==> config.mk <==
export PLATFORM = sky130hd
export DESIGN_NAME = lpm_fsm
export DESIGN_NICKNAME = d
export VERILOG_FILES = /design/src/lpm_pkg.sv /design/src/lpm_sync.sv /design/src/lpm_fsm.sv
export SDC_FILE = /design/constraint.sdc
export NUM_CORES = 1
export LEC_CHECK = 0
export BUFFER_PORTS_ARGS = -buffer_cell sky130_fd_sc_hd__buf_4
export CORE_MARGIN = 8
export CORE_UTILIZATION = 35
export CTS_BUF_LIST = sky130_fd_sc_hd__clkbuf_4
export DETAILED_ROUTE_END_ITERATION = 6
export SLEW_MARGIN = 20
export SYNTH_ARGS = -nofsm -noshare
export SYNTH_HDL_FRONTEND = slang
export SYNTH_SLANG_ARGS = --single-unit
==> constraint.sdc <==
create_clock -name MCLK -period 2.5 [get_ports MCLK]
set_clock_uncertainty 0.1 [all_clocks]
set_input_delay 0.5 -clock MCLK [delete_from_list [all_inputs] [get_ports MCLK]]
set_output_delay 0.5 -clock MCLK [all_outputs]
set_load 0.05 [all_outputs]
==> src/lpm_pkg.sv <==
// constants and types shared by the link power mode block
package lpm_pkg;

    // received and transmitted primitive codes on the dword ports
    localparam int         PRIM_W       = 4;
    localparam logic [3:0] PRIM_NONE    = 4'h0;
    localparam logic [3:0] PRIM_ALIGN   = 4'h1;
    localparam logic [3:0] PRIM_SYNC    = 4'h2;
    localparam logic [3:0] PRIM_X_RDY   = 4'h3;
    localparam logic [3:0] PRIM_R_OK    = 4'h4;
    localparam logic [3:0] PRIM_PMACK   = 4'h5;
    localparam logic [3:0] PRIM_PMNAK   = 4'h6;
    localparam logic [3:0] PRIM_PMREQ_P = 4'h7;
    localparam logic [3:0] PRIM_PMREQ_S = 4'h8;
    localparam logic [3:0] PRIM_DATA    = 4'h9;

    // register byte offsets
    localparam logic [3:0] REG_CTRL     = 4'h0;
    localparam logic [3:0] REG_STATUS   = 4'h4;
    localparam logic [3:0] REG_EVENT    = 4'h8;

    // control register fields and reset values
    localparam int         CTRL_ALLOW_BIT = 0;
    localparam int         CTRL_DRIVE_BIT = 1;
    localparam int         CTRL_N_LSB     = 8;
    localparam int         ACK_N_W        = 5;
    localparam logic       CTRL_ALLOW_RST = 1'b1;
    localparam logic       CTRL_DRIVE_RST = 1'b1;
    localparam logic [4:0] ACK_N_RST      = 5'h04;
    localparam logic [4:0] ACK_N_MIN      = 5'h04;
    localparam logic [4:0] ACK_N_MAX      = 5'h10;

    // status register fields
    localparam int         STAT_STATE_LSB = 0;
    localparam int         STAT_PART_BIT  = 8;
    localparam int         STAT_SLUM_BIT  = 9;
    localparam int         STAT_RDY_BIT   = 10;
    localparam int         STAT_FLAG_BIT  = 11;

    // event register bits, write one to clear
    localparam int         EVT_ERR_BIT    = 0;
    localparam int         EVT_ABORT_BIT  = 1;
    localparam int         EVT_DENY_BIT   = 2;
    localparam int         EVT_W          = 3;

    typedef enum logic [3:0] {
        idle_state,
        partial_request_state,
        slumber_request_state,
        power_ack_state,
        power_deny_state,
        phy_ready_check_state,
        low_power_wait_state,
        wakeup_first_state,
        wakeup_second_state,
        nak_drain_state,
        no_comm_error_state,
        receive_fifo_wait_state
    } lpm_state_t;

endpackage

==> src/lpm_sync.sv <==
// two flip-flop level synchroniser
`timescale 1ns/1ns
`default_nettype none
module lpm_sync #(
    parameter int W = 1
) (
    // clock and reset
    input  wire logic         clk,
    input  wire logic         rst,
    // levels
    input  wire logic [W-1:0] d,
    output logic      [W-1:0] q
);
    logic [W-1:0] meta;

    // first stage feeds only the second
    always_ff @(posedge clk or posedge rst) begin
        if (rst) begin
            meta <= '0;
            q    <= '0;
        end else begin
            meta <= d;
            q    <= meta;
        end
    end
endmodule
`default_nettype wire

==> src/lpm_fsm.sv <==
// link power mode state machine with wishbone control registers
//
// How it works
// - partial request sends PMREQ_P, PMACK to check
// - slumber request sends PMREQ_S, PMACK to check
// - X_RDY abandons request, enters receive path
// - SYNC or R_OK keeps request state
// - host: unexpected dword aborts to idle
// - drive: received PMREQ keeps request state
// - drive: other unexpected dword aborts to idle
// - phy not ready in request: error state
// - PMNAK aborts request, drain naks
// - allowed peer request enters ack, sends PMACK
// - send n PMACK, n 4..16, then check
// - flag records partial or slumber type
// - deny sends PMNAK, stays, idles, or errors
// - disabled power modes: peer request denied
// - check asserts chosen mode until phy drops
// - low power holds mode, waits wake cause
// - first wakeup negates modes, waits ready
// - second wakeup sends ALIGN, idle or error
// - nak drain sends SYNC while PMNAK arrives
`timescale 1ns/1ns
`default_nettype none
module lpm_fsm
    import lpm_pkg::*;
(
    // clock and reset
    input  wire logic        MCLK,
    input  wire logic        RST,
    // wishbone slave
    input  wire logic        WB_CYC_I,
    input  wire logic        WB_STB_I,
    input  wire logic        WB_WE_I,
    input  wire logic [3:0]  WB_ADR_I,
    input  wire logic [3:0]  WB_SEL_I,
    input  wire logic [31:0] WB_DAT_I,
    output logic      [31:0] WB_DAT_O,
    output logic             WB_ACK_O,
    // transport layer
    input  wire logic        TL_PARTIAL_REQ,
    input  wire logic        TL_SLUMBER_REQ,
    input  wire logic        TL_WAKE_REQ,
    output logic             TL_ERROR,
    output logic             TL_ABORT,
    output logic             TL_DENY,
    // dword stream
    input  wire logic        RX_VALID,
    input  wire logic [3:0]  RX_PRIM,
    output logic      [3:0]  TX_PRIM,
    // physical layer
    input  wire logic        PHY_READY,
    input  wire logic        COMWAKE_DET,
    output logic             PHY_PARTIAL,
    output logic             PHY_SLUMBER,
    // hand-off to the rest of the link
    output logic             RCV_HANDOFF,
    output logic             LINK_ERR_STATE,
    input  wire logic        LINK_RESUME
);

    lpm_state_t       state;
    lpm_state_t       next_state;
    logic             phy_rdy;
    logic             comwake;
    logic             phy_not_ready;
    logic             pm_allow;
    logic             drive_side;
    logic [4:0]       ack_n;
    logic [4:0]       ack_n_eff;
    logic [4:0]       ack_cnt;
    logic             lp_slumber;
    logic             next_lp_slumber;
    logic             err_ev;
    logic             abort_ev;
    logic             deny_ev;
    logic [EVT_W-1:0] events;
    logic [EVT_W-1:0] evt_set;
    logic [EVT_W-1:0] evt_clr;
    logic             wb_req;
    logic             wb_take;
    logic             wr_ctrl;
    logic             wr_event;
    logic             rx_pmreq;
    logic [3:0]       next_tx;
    logic [31:0]      rd_mux;

    // pins from outside the clock domain
    lpm_sync #(
        .W (2)
    ) u_sync (
        .clk (MCLK),
        .rst (RST),
        .d   ({PHY_READY, COMWAKE_DET}),
        .q   ({phy_rdy, comwake})
    );

    assign phy_not_ready = ~phy_rdy;
    assign rx_pmreq      = (RX_PRIM == PRIM_PMREQ_P) ||
                           (RX_PRIM == PRIM_PMREQ_S);

    // ack count clamped so software cannot leave the legal window
    // count window
    assign ack_n_eff = (ack_n < ACK_N_MIN) ? ACK_N_MIN :
                       (ack_n > ACK_N_MAX) ? ACK_N_MAX : ack_n;

    // next state; one dword per visit in the dword-paced states
    always_comb begin
        next_state      = state;
        next_lp_slumber = lp_slumber;
        err_ev          = 1'b0;
        abort_ev        = 1'b0;
        deny_ev         = 1'b0;
        unique case (state)
            idle_state: begin
                if (TL_PARTIAL_REQ) begin
                    next_state = partial_request_state;
                end else if (TL_SLUMBER_REQ) begin
                    next_state = slumber_request_state;
                end else if (RX_VALID && rx_pmreq) begin
                    if (pm_allow) begin
                        next_state      = power_ack_state;
                        next_lp_slumber = (RX_PRIM == PRIM_PMREQ_S);
                    end else begin
                        next_state = power_deny_state;
                        deny_ev    = 1'b1;
                    end
                end
            end
            partial_request_state,
            slumber_request_state: begin
                if (phy_not_ready) begin
                    next_state = no_comm_error_state;
                    err_ev     = 1'b1;
                end else if (RX_VALID) begin
                    unique case (RX_PRIM)
                        PRIM_PMACK: begin
                            next_state      = phy_ready_check_state;
                            next_lp_slumber =
                                (state == slumber_request_state);
                        end
                        PRIM_X_RDY: begin
                            next_state = receive_fifo_wait_state;
                            abort_ev   = 1'b1;
                        end
                        PRIM_SYNC, PRIM_R_OK: begin
                            next_state = state;
                        end
                        PRIM_PMNAK: begin
                            next_state = nak_drain_state;
                            abort_ev   = 1'b1;
                        end
                        PRIM_PMREQ_P, PRIM_PMREQ_S: begin
                            if (drive_side) begin
                                next_state = state;
                            end else begin
                                next_state = idle_state;
                                abort_ev   = 1'b1;
                            end
                        end
                        default: begin
                            next_state = idle_state;
                            abort_ev   = 1'b1;
                        end
                    endcase
                end
            end
            power_ack_state: begin
                if (RX_VALID && (ack_cnt + 5'h01 >= ack_n_eff)) begin
                    next_state = phy_ready_check_state;
                end
            end
            power_deny_state: begin
                if (phy_not_ready) begin
                    next_state = no_comm_error_state;
                    err_ev     = 1'b1;
                end else if (RX_VALID && !rx_pmreq) begin
                    next_state = idle_state;
                end
            end
            phy_ready_check_state: begin
                if (phy_not_ready) begin
                    next_state = low_power_wait_state;
                end
            end
            low_power_wait_state: begin
                if (TL_WAKE_REQ || comwake) begin
                    next_state = wakeup_first_state;
                end
            end
            wakeup_first_state: begin
                if (phy_rdy) begin
                    next_state = wakeup_second_state;
                end
            end
            wakeup_second_state: begin
                if (phy_not_ready) begin
                    next_state = no_comm_error_state;
                    err_ev     = 1'b1;
                end else begin
                    next_state = idle_state;
                end
            end
            nak_drain_state: begin
                if (RX_VALID && (RX_PRIM != PRIM_PMNAK)) begin
                    next_state = idle_state;
                end
            end
            no_comm_error_state,
            receive_fifo_wait_state: begin
                if (LINK_RESUME) begin
                    next_state = idle_state;
                end
            end
        endcase
    end

    always_ff @(posedge MCLK or posedge RST) begin
        if (RST) begin
            state      <= idle_state;
            lp_slumber <= 1'b0;
        end else begin
            state      <= next_state;
            lp_slumber <= next_lp_slumber;
        end
    end

    // PMACK counter, restarted on each entry to the ack state
    always_ff @(posedge MCLK or posedge RST) begin
        if (RST) begin
            ack_cnt <= 5'h00;
        end else if (state != power_ack_state) begin
            ack_cnt <= 5'h00;
        end else if (RX_VALID) begin
            ack_cnt <= ack_cnt + 5'h01;
        end
    end

    // primitive sent in each state
    always_comb begin
        unique case (next_state)
            idle_state:              next_tx = PRIM_SYNC;
            partial_request_state:   next_tx = PRIM_PMREQ_P;
            slumber_request_state:   next_tx = PRIM_PMREQ_S;
            power_ack_state:         next_tx = PRIM_PMACK;
            power_deny_state:        next_tx = PRIM_PMNAK;
            wakeup_second_state:     next_tx = PRIM_ALIGN;
            nak_drain_state:         next_tx = PRIM_SYNC;
            default:                 next_tx = PRIM_NONE;
        endcase
    end

    always_ff @(posedge MCLK or posedge RST) begin
        if (RST) begin
            TX_PRIM <= PRIM_SYNC;
        end else begin
            TX_PRIM <= next_tx;
        end
    end

    // low power requests from flops; the flag picks exactly one
    always_ff @(posedge MCLK or posedge RST) begin
        if (RST) begin
            PHY_PARTIAL <= 1'b0;
            PHY_SLUMBER <= 1'b0;
        end else if (next_state == phy_ready_check_state ||
                     next_state == low_power_wait_state) begin
            PHY_PARTIAL <= ~next_lp_slumber;
            PHY_SLUMBER <= next_lp_slumber;
        end else begin
            PHY_PARTIAL <= 1'b0;
            PHY_SLUMBER <= 1'b0;
        end
    end

    // transport status pulses and hand-off levels
    always_ff @(posedge MCLK or posedge RST) begin
        if (RST) begin
            TL_ERROR       <= 1'b0;
            TL_ABORT       <= 1'b0;
            TL_DENY        <= 1'b0;
            RCV_HANDOFF    <= 1'b0;
            LINK_ERR_STATE <= 1'b0;
        end else begin
            TL_ERROR       <= err_ev;
            TL_ABORT       <= abort_ev;
            TL_DENY        <= deny_ev;
            RCV_HANDOFF    <= (next_state == receive_fifo_wait_state);
            LINK_ERR_STATE <= (next_state == no_comm_error_state);
        end
    end

    // wishbone: ack one cycle after the request, dropped next cycle
    assign wb_req   = WB_CYC_I && WB_STB_I;
    assign wb_take  = wb_req && !WB_ACK_O;
    assign wr_ctrl  = wb_take && WB_WE_I && (WB_ADR_I == REG_CTRL);
    assign wr_event = wb_take && WB_WE_I && (WB_ADR_I == REG_EVENT);

    always_ff @(posedge MCLK or posedge RST) begin
        if (RST) begin
            WB_ACK_O <= 1'b0;
        end else begin
            WB_ACK_O <= wb_take;
        end
    end

    always_ff @(posedge MCLK or posedge RST) begin
        if (RST) begin
            pm_allow   <= CTRL_ALLOW_RST;
            drive_side <= CTRL_DRIVE_RST;
            ack_n      <= ACK_N_RST;
        end else if (wr_ctrl) begin
            if (WB_SEL_I[0]) begin
                pm_allow   <= WB_DAT_I[CTRL_ALLOW_BIT];
                drive_side <= WB_DAT_I[CTRL_DRIVE_BIT];
            end
            if (WB_SEL_I[1]) begin
                ack_n <= WB_DAT_I[CTRL_N_LSB +: ACK_N_W];
            end
        end
    end

    // sticky events; a new event wins over a clear in the same cycle
    assign evt_set = {deny_ev, abort_ev, err_ev};
    assign evt_clr = (wr_event && WB_SEL_I[0]) ?
                     WB_DAT_I[EVT_W-1:0] : {EVT_W{1'b0}};

    always_ff @(posedge MCLK or posedge RST) begin
        if (RST) begin
            events <= {EVT_W{1'b0}};
        end else begin
            events <= (events & ~evt_clr) | evt_set;
        end
    end

    always_comb begin
        rd_mux = 32'h0000_0000;
        unique case (WB_ADR_I)
            REG_CTRL: begin
                rd_mux[CTRL_ALLOW_BIT]            = pm_allow;
                rd_mux[CTRL_DRIVE_BIT]            = drive_side;
                rd_mux[CTRL_N_LSB +: ACK_N_W]     = ack_n;
            end
            REG_STATUS: begin
                rd_mux[STAT_STATE_LSB +: 4]       = state;
                rd_mux[STAT_PART_BIT]             = PHY_PARTIAL;
                rd_mux[STAT_SLUM_BIT]             = PHY_SLUMBER;
                rd_mux[STAT_RDY_BIT]              = phy_rdy;
                rd_mux[STAT_FLAG_BIT]             = lp_slumber;
            end
            REG_EVENT: begin
                rd_mux[EVT_W-1:0]                 = events;
            end
            // unmapped offsets read zero, writes are dropped
            default: begin
                rd_mux = 32'h0000_0000;
            end
        endcase
    end

    always_ff @(posedge MCLK or posedge RST) begin
        if (RST) begin
            WB_DAT_O <= 32'h0000_0000;
        end else if (wb_take && !WB_WE_I) begin
            WB_DAT_O <= rd_mux;
        end
    end

endmodule
`default_nettype wire

==> results of run 1 <==
## how the worst min path moves through the flow
stage | from | endpoint | depth (start not counted)
after global routing | PHY_READY | u_sync.meta[1] | 1
final | PHY_READY | u_sync.meta[1] | 1
after floorplan | u_sync.meta[0] | u_sync.q[0] | 0
after CTS | PHY_READY | u_sync.meta[1] | 1
after global placement | u_sync.meta[1] | u_sync.q[1] | 0
after detailed placement | u_sync.meta[0] | u_sync.q[0] | 0
## logic make-up after synthesis
family                   Yosys count  synth area share
AND/OR/NAND/NOR                  110            0.2120
multiplexers                      15           0.05597
buffers and inverters             48            0.1067
adder cells (fa/ha/maj)            6           0.02644
AO/OA/AOI/OAI                     64            0.1653
XOR/XNOR                          11           0.03393
flip-flops                        45            0.3984
other                              1          0.001321
## placed cells by master, fill, tap and decap left out, drive strengths merged, types with 3 or more instances in the layout
cell type,instances
buf,81
dfrtp,41
nand2,34
conb,23
nor2,22
a21oi,16
nand3,11
o21ai,11
mux2i,8
xor2,7
inv,7
mux2,7
clkbuf,6
nor3,6
ha,6
nand2b,5
a21o,5
o31ai,5
or2,5
nor3b,5
dfstp,4
nand4,4
xnor2,4
a211o,3
nor4,3
## critical path: cells and delay by family, from the launching register on
kind                     cells  cell delay (ps)
AO/OA/AOI/OAI                4              610
adder cells (fa/ha/maj)      2              540
AND/OR/NAND/NOR              2              510
flip-flops                   1              380
XOR/XNOR                     1              140
buffers and inverters        1              120
## layout make-up
cell class / count / area share
multi-input cells: 229 / 0.4402
inverters: 8 / 0.008472
clock buffers: 6 / 0.01271
well taps: 105 / 0.03706
clock inverters: 2 / 0.009884
repair buffers: 81 / 0.1726
flip-flops and latches: 45 / 0.3191
## timing repair
item                       4_1_cts  5_1_grt
pin swaps                        0       14
setup endpoints to repair        4        6
resized for setup                2       12
cloned                           0        0
buffers inserted                 0        3
## per-layer routing
metal	vias up	GRT usage
li1	1161	-
met1	1124	0.1512
met2	61	0.2020
met3	8	0.03509
met4	0	0.03719
met5	-	0
## metrics by stage
step	total power [mW]	instance area, um^2
6_report	3.127	3545
3_3_place_gp	2.463	3366
2_1_floorplan	2.052	2922
3_5_place_dp	2.463	3366
4_1_cts	2.941	3451
5_1_grt	3.329	3545
## sequential cells by signal (all words and copies together), names as in the netlist, 2 cells and up
name         flops
WB_DAT_O         9
u_sync.meta      2
u_sync.q         2
TX_PRIM          4
state            4
events           3
ack_n            5
ack_cnt          5
## power groups by stage
stage	Clock (mW)	Sequential [mW]	Combinational (mW)
after floorplan	0	1.13	0.925
after CTS	0.467	0.980	1.50
after global placement	0	0.990	1.47
after detailed placement	0	0.992	1.47
final	0.451	0.980	1.70
after global routing	0.497	1.00	1.83
==> out/metrics.csv, run 1 <==
metric,value,unit
Max Used Layer,met4,
storage element area,1131,um^2
switching share of power,0.4229,
drt total wl,6926,um
hold slack,142.2,ps
final core occ,0.4402,
VDD IR max,0.7024,mV
Psw,1.322,mW
H-tree lvl count,2,
Nets,432,
status,"finished, final reports clean",
Final ANT Viol Nets,0,
fmax,403.7,MHz
vias,2354,
Pwr Density,882.2,nW/um^2
largest net degree at the start of global routing,46,
CP cell instances,ha_2 > buf_4 > nand3_1 > xnor2_1 > ha_1 > a21o_1 > a31oi_4 > o221ai_4 > or3b_4 > a21oi_2,
top cell type's share of synthesized area,0.3614,
Filler cells,795,
Clock transition at path regs,130,ps
final period utilization,0.9907,
CTS hold repair buffers,0,
number of DRC markers in iteration 0,85,
top post-synthesis cells by count,"dfrtp_1 (41), nand2_1 (34), buf_4 (24)",
worst slack at placement,-23.93,ps
worst-margin pin slew,608.2,ps
Critical R2R Capture,TX_PRIM[2],
Clock Tree Buf Depth,2,
Post-synth ARST share,1.000,
CP arrival,2650,ps
"Clk Latency, worst-skew pair",360,ps
Post-synth EDFFs,0,
Inst Count DP,465,
CTS root buf,clkbuf_4,
Die X,106.1,um
Pint,1.805,mW
leading cell type by number of instances after synthesis,dfrtp_1,
critical path's slowest cell,or3b_4,
post-route setup slack,23.20,ps
Mapped Cells,300,
CTS tree,done,
layout cell share with drive strength beyond 1,0.3396,
Flop pwr share,0.313,
I/O pin cnt,100,
first-pass GRT wire length,11440,um
Post-Route M1 WL,3047,um
met2 wire len,3339,um
TNS Setup,0,ps
final setup fails,0,
area delta synth->final,24.86,%
drt drc,0,
Hold Path Class,primary input to register,
antenna cells,0,
leading area contributor after synthesis,dfrtp_1,
CP Launch Type,register,
Synth cell types,68,
initial antenna violation count,0,
Leakage,1.664,nW
Starting Density,0.3526,
vias in the first global route,2377,
GRT overflow,0,
Final Max Tran Viols,0,
WL per Instance,14.55,um
FF-to-FF Start,ack_cnt[1],
total track usage,0.1224,
Clock Power Share,0.144,
die area,11250,um^2
Rel. slew slack,0.5908,
WP data required,2670,ps
GPL Wtd Cong,0.8676,
CTS sink cnt,45,
met3 routed WL,439,um
Setup crit end,TX_PRIM[2],
CP startpoint,ack_cnt[1],
Comb pwr share,0.542,
"Hold Vio Cnt, Final",0,
synth warn,0,
"Seq/Total Area, Yosys",0.3984,
Buffers on Ports,50,
max cap viols,0,
Setup crit end kind,register,
area occupied by multi-input gates,1560,um^2
TritonCTS Buffers,5,
core area,8051,um^2
Main synth FF type,dfrtp_1,
detailed placer's ending HPWL,5432,um
Synth Register Bits,45,
fin crit period,2477,ps
Slowest Stage Delay on Critical Path,410,ps
RSZ-0062 raised after global routing,true,
num rows,33,
Pre-Repair DR Iteration Count,4,
Syn Area/Cell,9.463,um^2
critical path type,register to register,
Die H,106.1,um
post-synthesis cell area,2839,um^2
"top cells by area, synth","dfrtp_1 (36%), buf_4 (6.3%), nand2_1 (4.5%)",
Register-to-Register Path Depth,10,
fin cells,476,
"critical path fanouts, max",5,
reg2reg setup slack,20,ps
Vias/cell,4.945,
(Power assumes the default switching activity.)
==> run 2, diff against run 1 <==
- PLACE_DENSITY: default -> 0.66
- SYNTH_HIERARCHICAL: default -> 1
==> run 2 against run 1 <==
Against the previous run: combinational power down 5%; critical path type unchanged; utilization rose by 1.2 points; fmax grew 2.7%; synthesized area rose by 1.5%; sequential power fell by 0.6%; critical endpoint is now PHY_PARTIAL; non-clock buffer count increased by 9.
==> out/metrics.csv, run 2 <==
metric,value,unit,change
Post-synth ARST share,1.000,,unchanged
post-synthesis cell area,2883,um^2,+1.5%
H-tree lvl count,2,,unchanged
Post-synth EDFFs,0,,unchanged
Rel. slew slack,0.6001,,+0.009326
biggest regs,"WB_DAT_O: 9 flops, ack_cnt: 5 flops, ack_n: 5 flops",,
buffers and inverters on the worst path,0,,-1
"commonest non-fill, non-tap cells in the layout","buf_4 (87), dfrtp_1 (39), nand2_1 (35)",,
Die H,106.8,um,+0.65%
"Clk Latency, worst-skew pair",370,ps,about the same
"top cells by area, synth","dfrtp_1 (36%), buf_4 (6.0%), nand2_1 (4.6%)",,
"Hold Vio Cnt, Final",0,,unchanged
worst slack at placement,-37.15,ps,-13.22 ps
hold path depth,1,,unchanged
CP Launch Type,register,,
num rows,33,,unchanged
Pwr Density,804.8,nW/um^2,-8.8%
leading area contributor after synthesis,dfrtp_1,,
vias,2528,,+7.4%
initial antenna violation count,0,,unchanged
WL per Instance,14.68,um,+0.89%
max cap viols,0,,unchanged
detailed placer's ending HPWL,5646,um,+3.9%
RSZ-0062 raised after global routing,true,,
status,"finished, final reports clean",,
Die X,106.8,um,+0.65%
core area,8093,um^2,+0.51%
"delay-heaviest family, CP",compound AO/OA/AOI/OAI gates,,
post-route setup slack,89.28,ps,+66.08 ps
Clock Tree Buf Depth,2,,unchanged
Nets,453,,+4.9%
met3 routed WL,582,um,+33%
area delta synth->final,27.00,%,
total track usage,0.1260,,+0.003680
vias in the first global route,2417,,+1.7%
Main synth FF type,dfrtp_1,,
fin crit period,2411,ps,-66.08 ps
"Seq/Total Area, Yosys",0.3924,,-0.006052
CTS sink cnt,45,,unchanged
Syn Area/Cell,9.152,um^2,-3.3%
Inst Count DP,482,,+3.7%
final period utilization,0.9643,,-0.02643
"critical path fanouts, max",4,,-1
Buffers on Ports,50,,unchanged
Max Used Layer,met4,,
drt drc,0,,unchanged
layout cell share with drive strength beyond 1,0.3240,,-0.01564
"commonest non-fill, non-tap cell in the layout",buf_4,,
VDD IR max,0.3116,mV,-56%
Final ANT Viol Nets,0,,unchanged
synth warn,6,,+6
top post-synthesis cells by count,"dfrtp_1 (41), nand2_1 (35), nor2_1 (24)",,
final setup fails,0,,unchanged
Crit. path cell count,10,,unchanged
worst-margin pin slew,594.3,ps,-13.86 ps
critical path type,register to register,,
fin cells,497,,+4.4%
leading cell type by number of instances after synthesis,dfrtp_1,,
top cell type's share of synthesized area,0.3559,,-0.005490
Pre-Repair DR Iteration Count,4,,unchanged
die area,11400,um^2,+1.3%
TritonCTS Buffers,5,,unchanged
antenna cells,0,,unchanged
drt total wl,7296,um,+5.3%
Top reg by flops,WB_DAT_O,,
Register-to-Register Path Depth,10,,unchanged
Vias/cell,5.087,,+2.9%
largest net degree at the start of global routing,42,,-8.7%
CTS root buf,clkbuf_4,,
I/O pin cnt,100,,unchanged
Synth Register Bits,45,,unchanged
Clock transition at path regs,140,ps,about the same
Hold Path Class,primary input to register,,
GPL Wtd Cong,0.8982,,+3.5%
GRT overflow,0,,unchanged
fmax,414.8,MHz,+2.7%
Final Max Tran Viols,0,,unchanged
first-pass GRT wire length,11820,um,+3.3%
Mapped Cells,315,,+5.0%
CP cell instances,ha_4 > nand3_4 > xnor2_2 > ha_1 > o21ai_1 > a221o_1 > a211oi_2 > nand3_2 > xor2_2 > nor4b_2,,
WP data required,2680,ps,about the same
CP arrival,2590,ps,-60 ps
number of DRC markers in iteration 0,110,,+29%
met2 wire len,3417,um,+2.3%
Leakage,1.746,nW,+4.9%
total power,2.946,mW,-5.8%
Post-Route M1 WL,3174,um,+4.2%
critical path's slowest cell,dfrtp_1,,
CTS tree,done,,
max reg flops,9,,unchanged
hold slack,136.9,ps,-5.221 ps
Synth cell types,61,,-10%
Setup crit end kind,register,,
Slowest Stage Delay on Critical Path,440,ps,+30 ps
Starting Density,0.3562,,+0.003612
run 2: cell count changes after synthesis, moves of 3 or more:
| cell | before | now |
|---|---|---|
| and3_1 | 1 | 4 |
| nand3b_1 | 1 | 4 |
| nand2b_1 | 5 | 8 |
| or2_2 | 4 | 0 |
| or3_1 | 1 | 4 |
| o211ai_1 | 0 | 3 |
| nor3b_1 | 5 | 1 |
| nor3_1 | 5 | 8 |
| o21ai_0 | 8 | 12 |
| and4b_1 | 0 | 3 |
| a211oi_1 | 1 | 5 |
| buf_6 | 4 | 0 |
| buf_2 | 2 | 10 |
run 2: final cells by class:
type | instances | area, um^2
Fill cell | 806 | 4432
Multi-Input combinational cell | 241 | 1613
Sequential cell | 45 | 1134
Timing Repair Buffer | 90 | 694.4
Tap cell | 105 | 131.4
Clock buffer | 5 | 37.54
Inverter | 8 | 30.03
Clock inverter | 3 | 21.27
run 2: cell families after synthesis:
group,count (synthesis),synth area share
other,1,0.001301
xor gates and xnor gates,11,0.03342
DFF,45,0.3924
adders and majority gates,7,0.02951
buffers and inverters,51,0.1007
and+or+nand+nor,121,0.2270
muxes,15,0.05512
AOI/OAI and AO/OA,64,0.1606
run 2: stage by stage:
step	area, um^2	TNS, ps	utilization
after floorplan	2965	0	-
after global placement	3472	0	0.4290
after detailed placement	3472	-37.15	0.4290
after CTS	3572	0	0.4414
after global routing	3661	-48.71	0.4524
final	3661	0	0.4524
run 2: per-layer routing:
metal  track usage  vias up
met2        0.2007       84
met1        0.1604     1202
met3       0.03359       12
met4       0.04523        0
li1              -     1230
met5             0        -
run 2: worst paths after layout:
check	start	endpoint	slack, ps
min in group asynchronous	RST	u_sync/meta[1]	470
max reg2reg	ack_cnt[0]	PHY_PARTIAL	90
min reg2reg	u_sync/meta[0]	u_sync/q[0]	270
max	ack_cnt[0]	PHY_PARTIAL	90
max in group asynchronous	RST	ack_cnt[2]	1210
min	COMWAKE_DET	u_sync/meta[0]	140
run 2: what timing repair did:
item | CTS | global route
setup endpoints to repair | 5 | 8
hold buffers | 1 | 0
hold endpoints to repair | 4 | 0
gates resized for setup | 4 | 11
pin swaps | 2 | 11
buffers inserted | 1 | 5
run 2: power breakdown:
group	internal (mW)	total [mW]	switching, mW
registers	0.852	0.974	0.122
logic	0.675	1.61	0.936
clock network	0.112	0.362	0.250
total	1.64	2.95	1.31
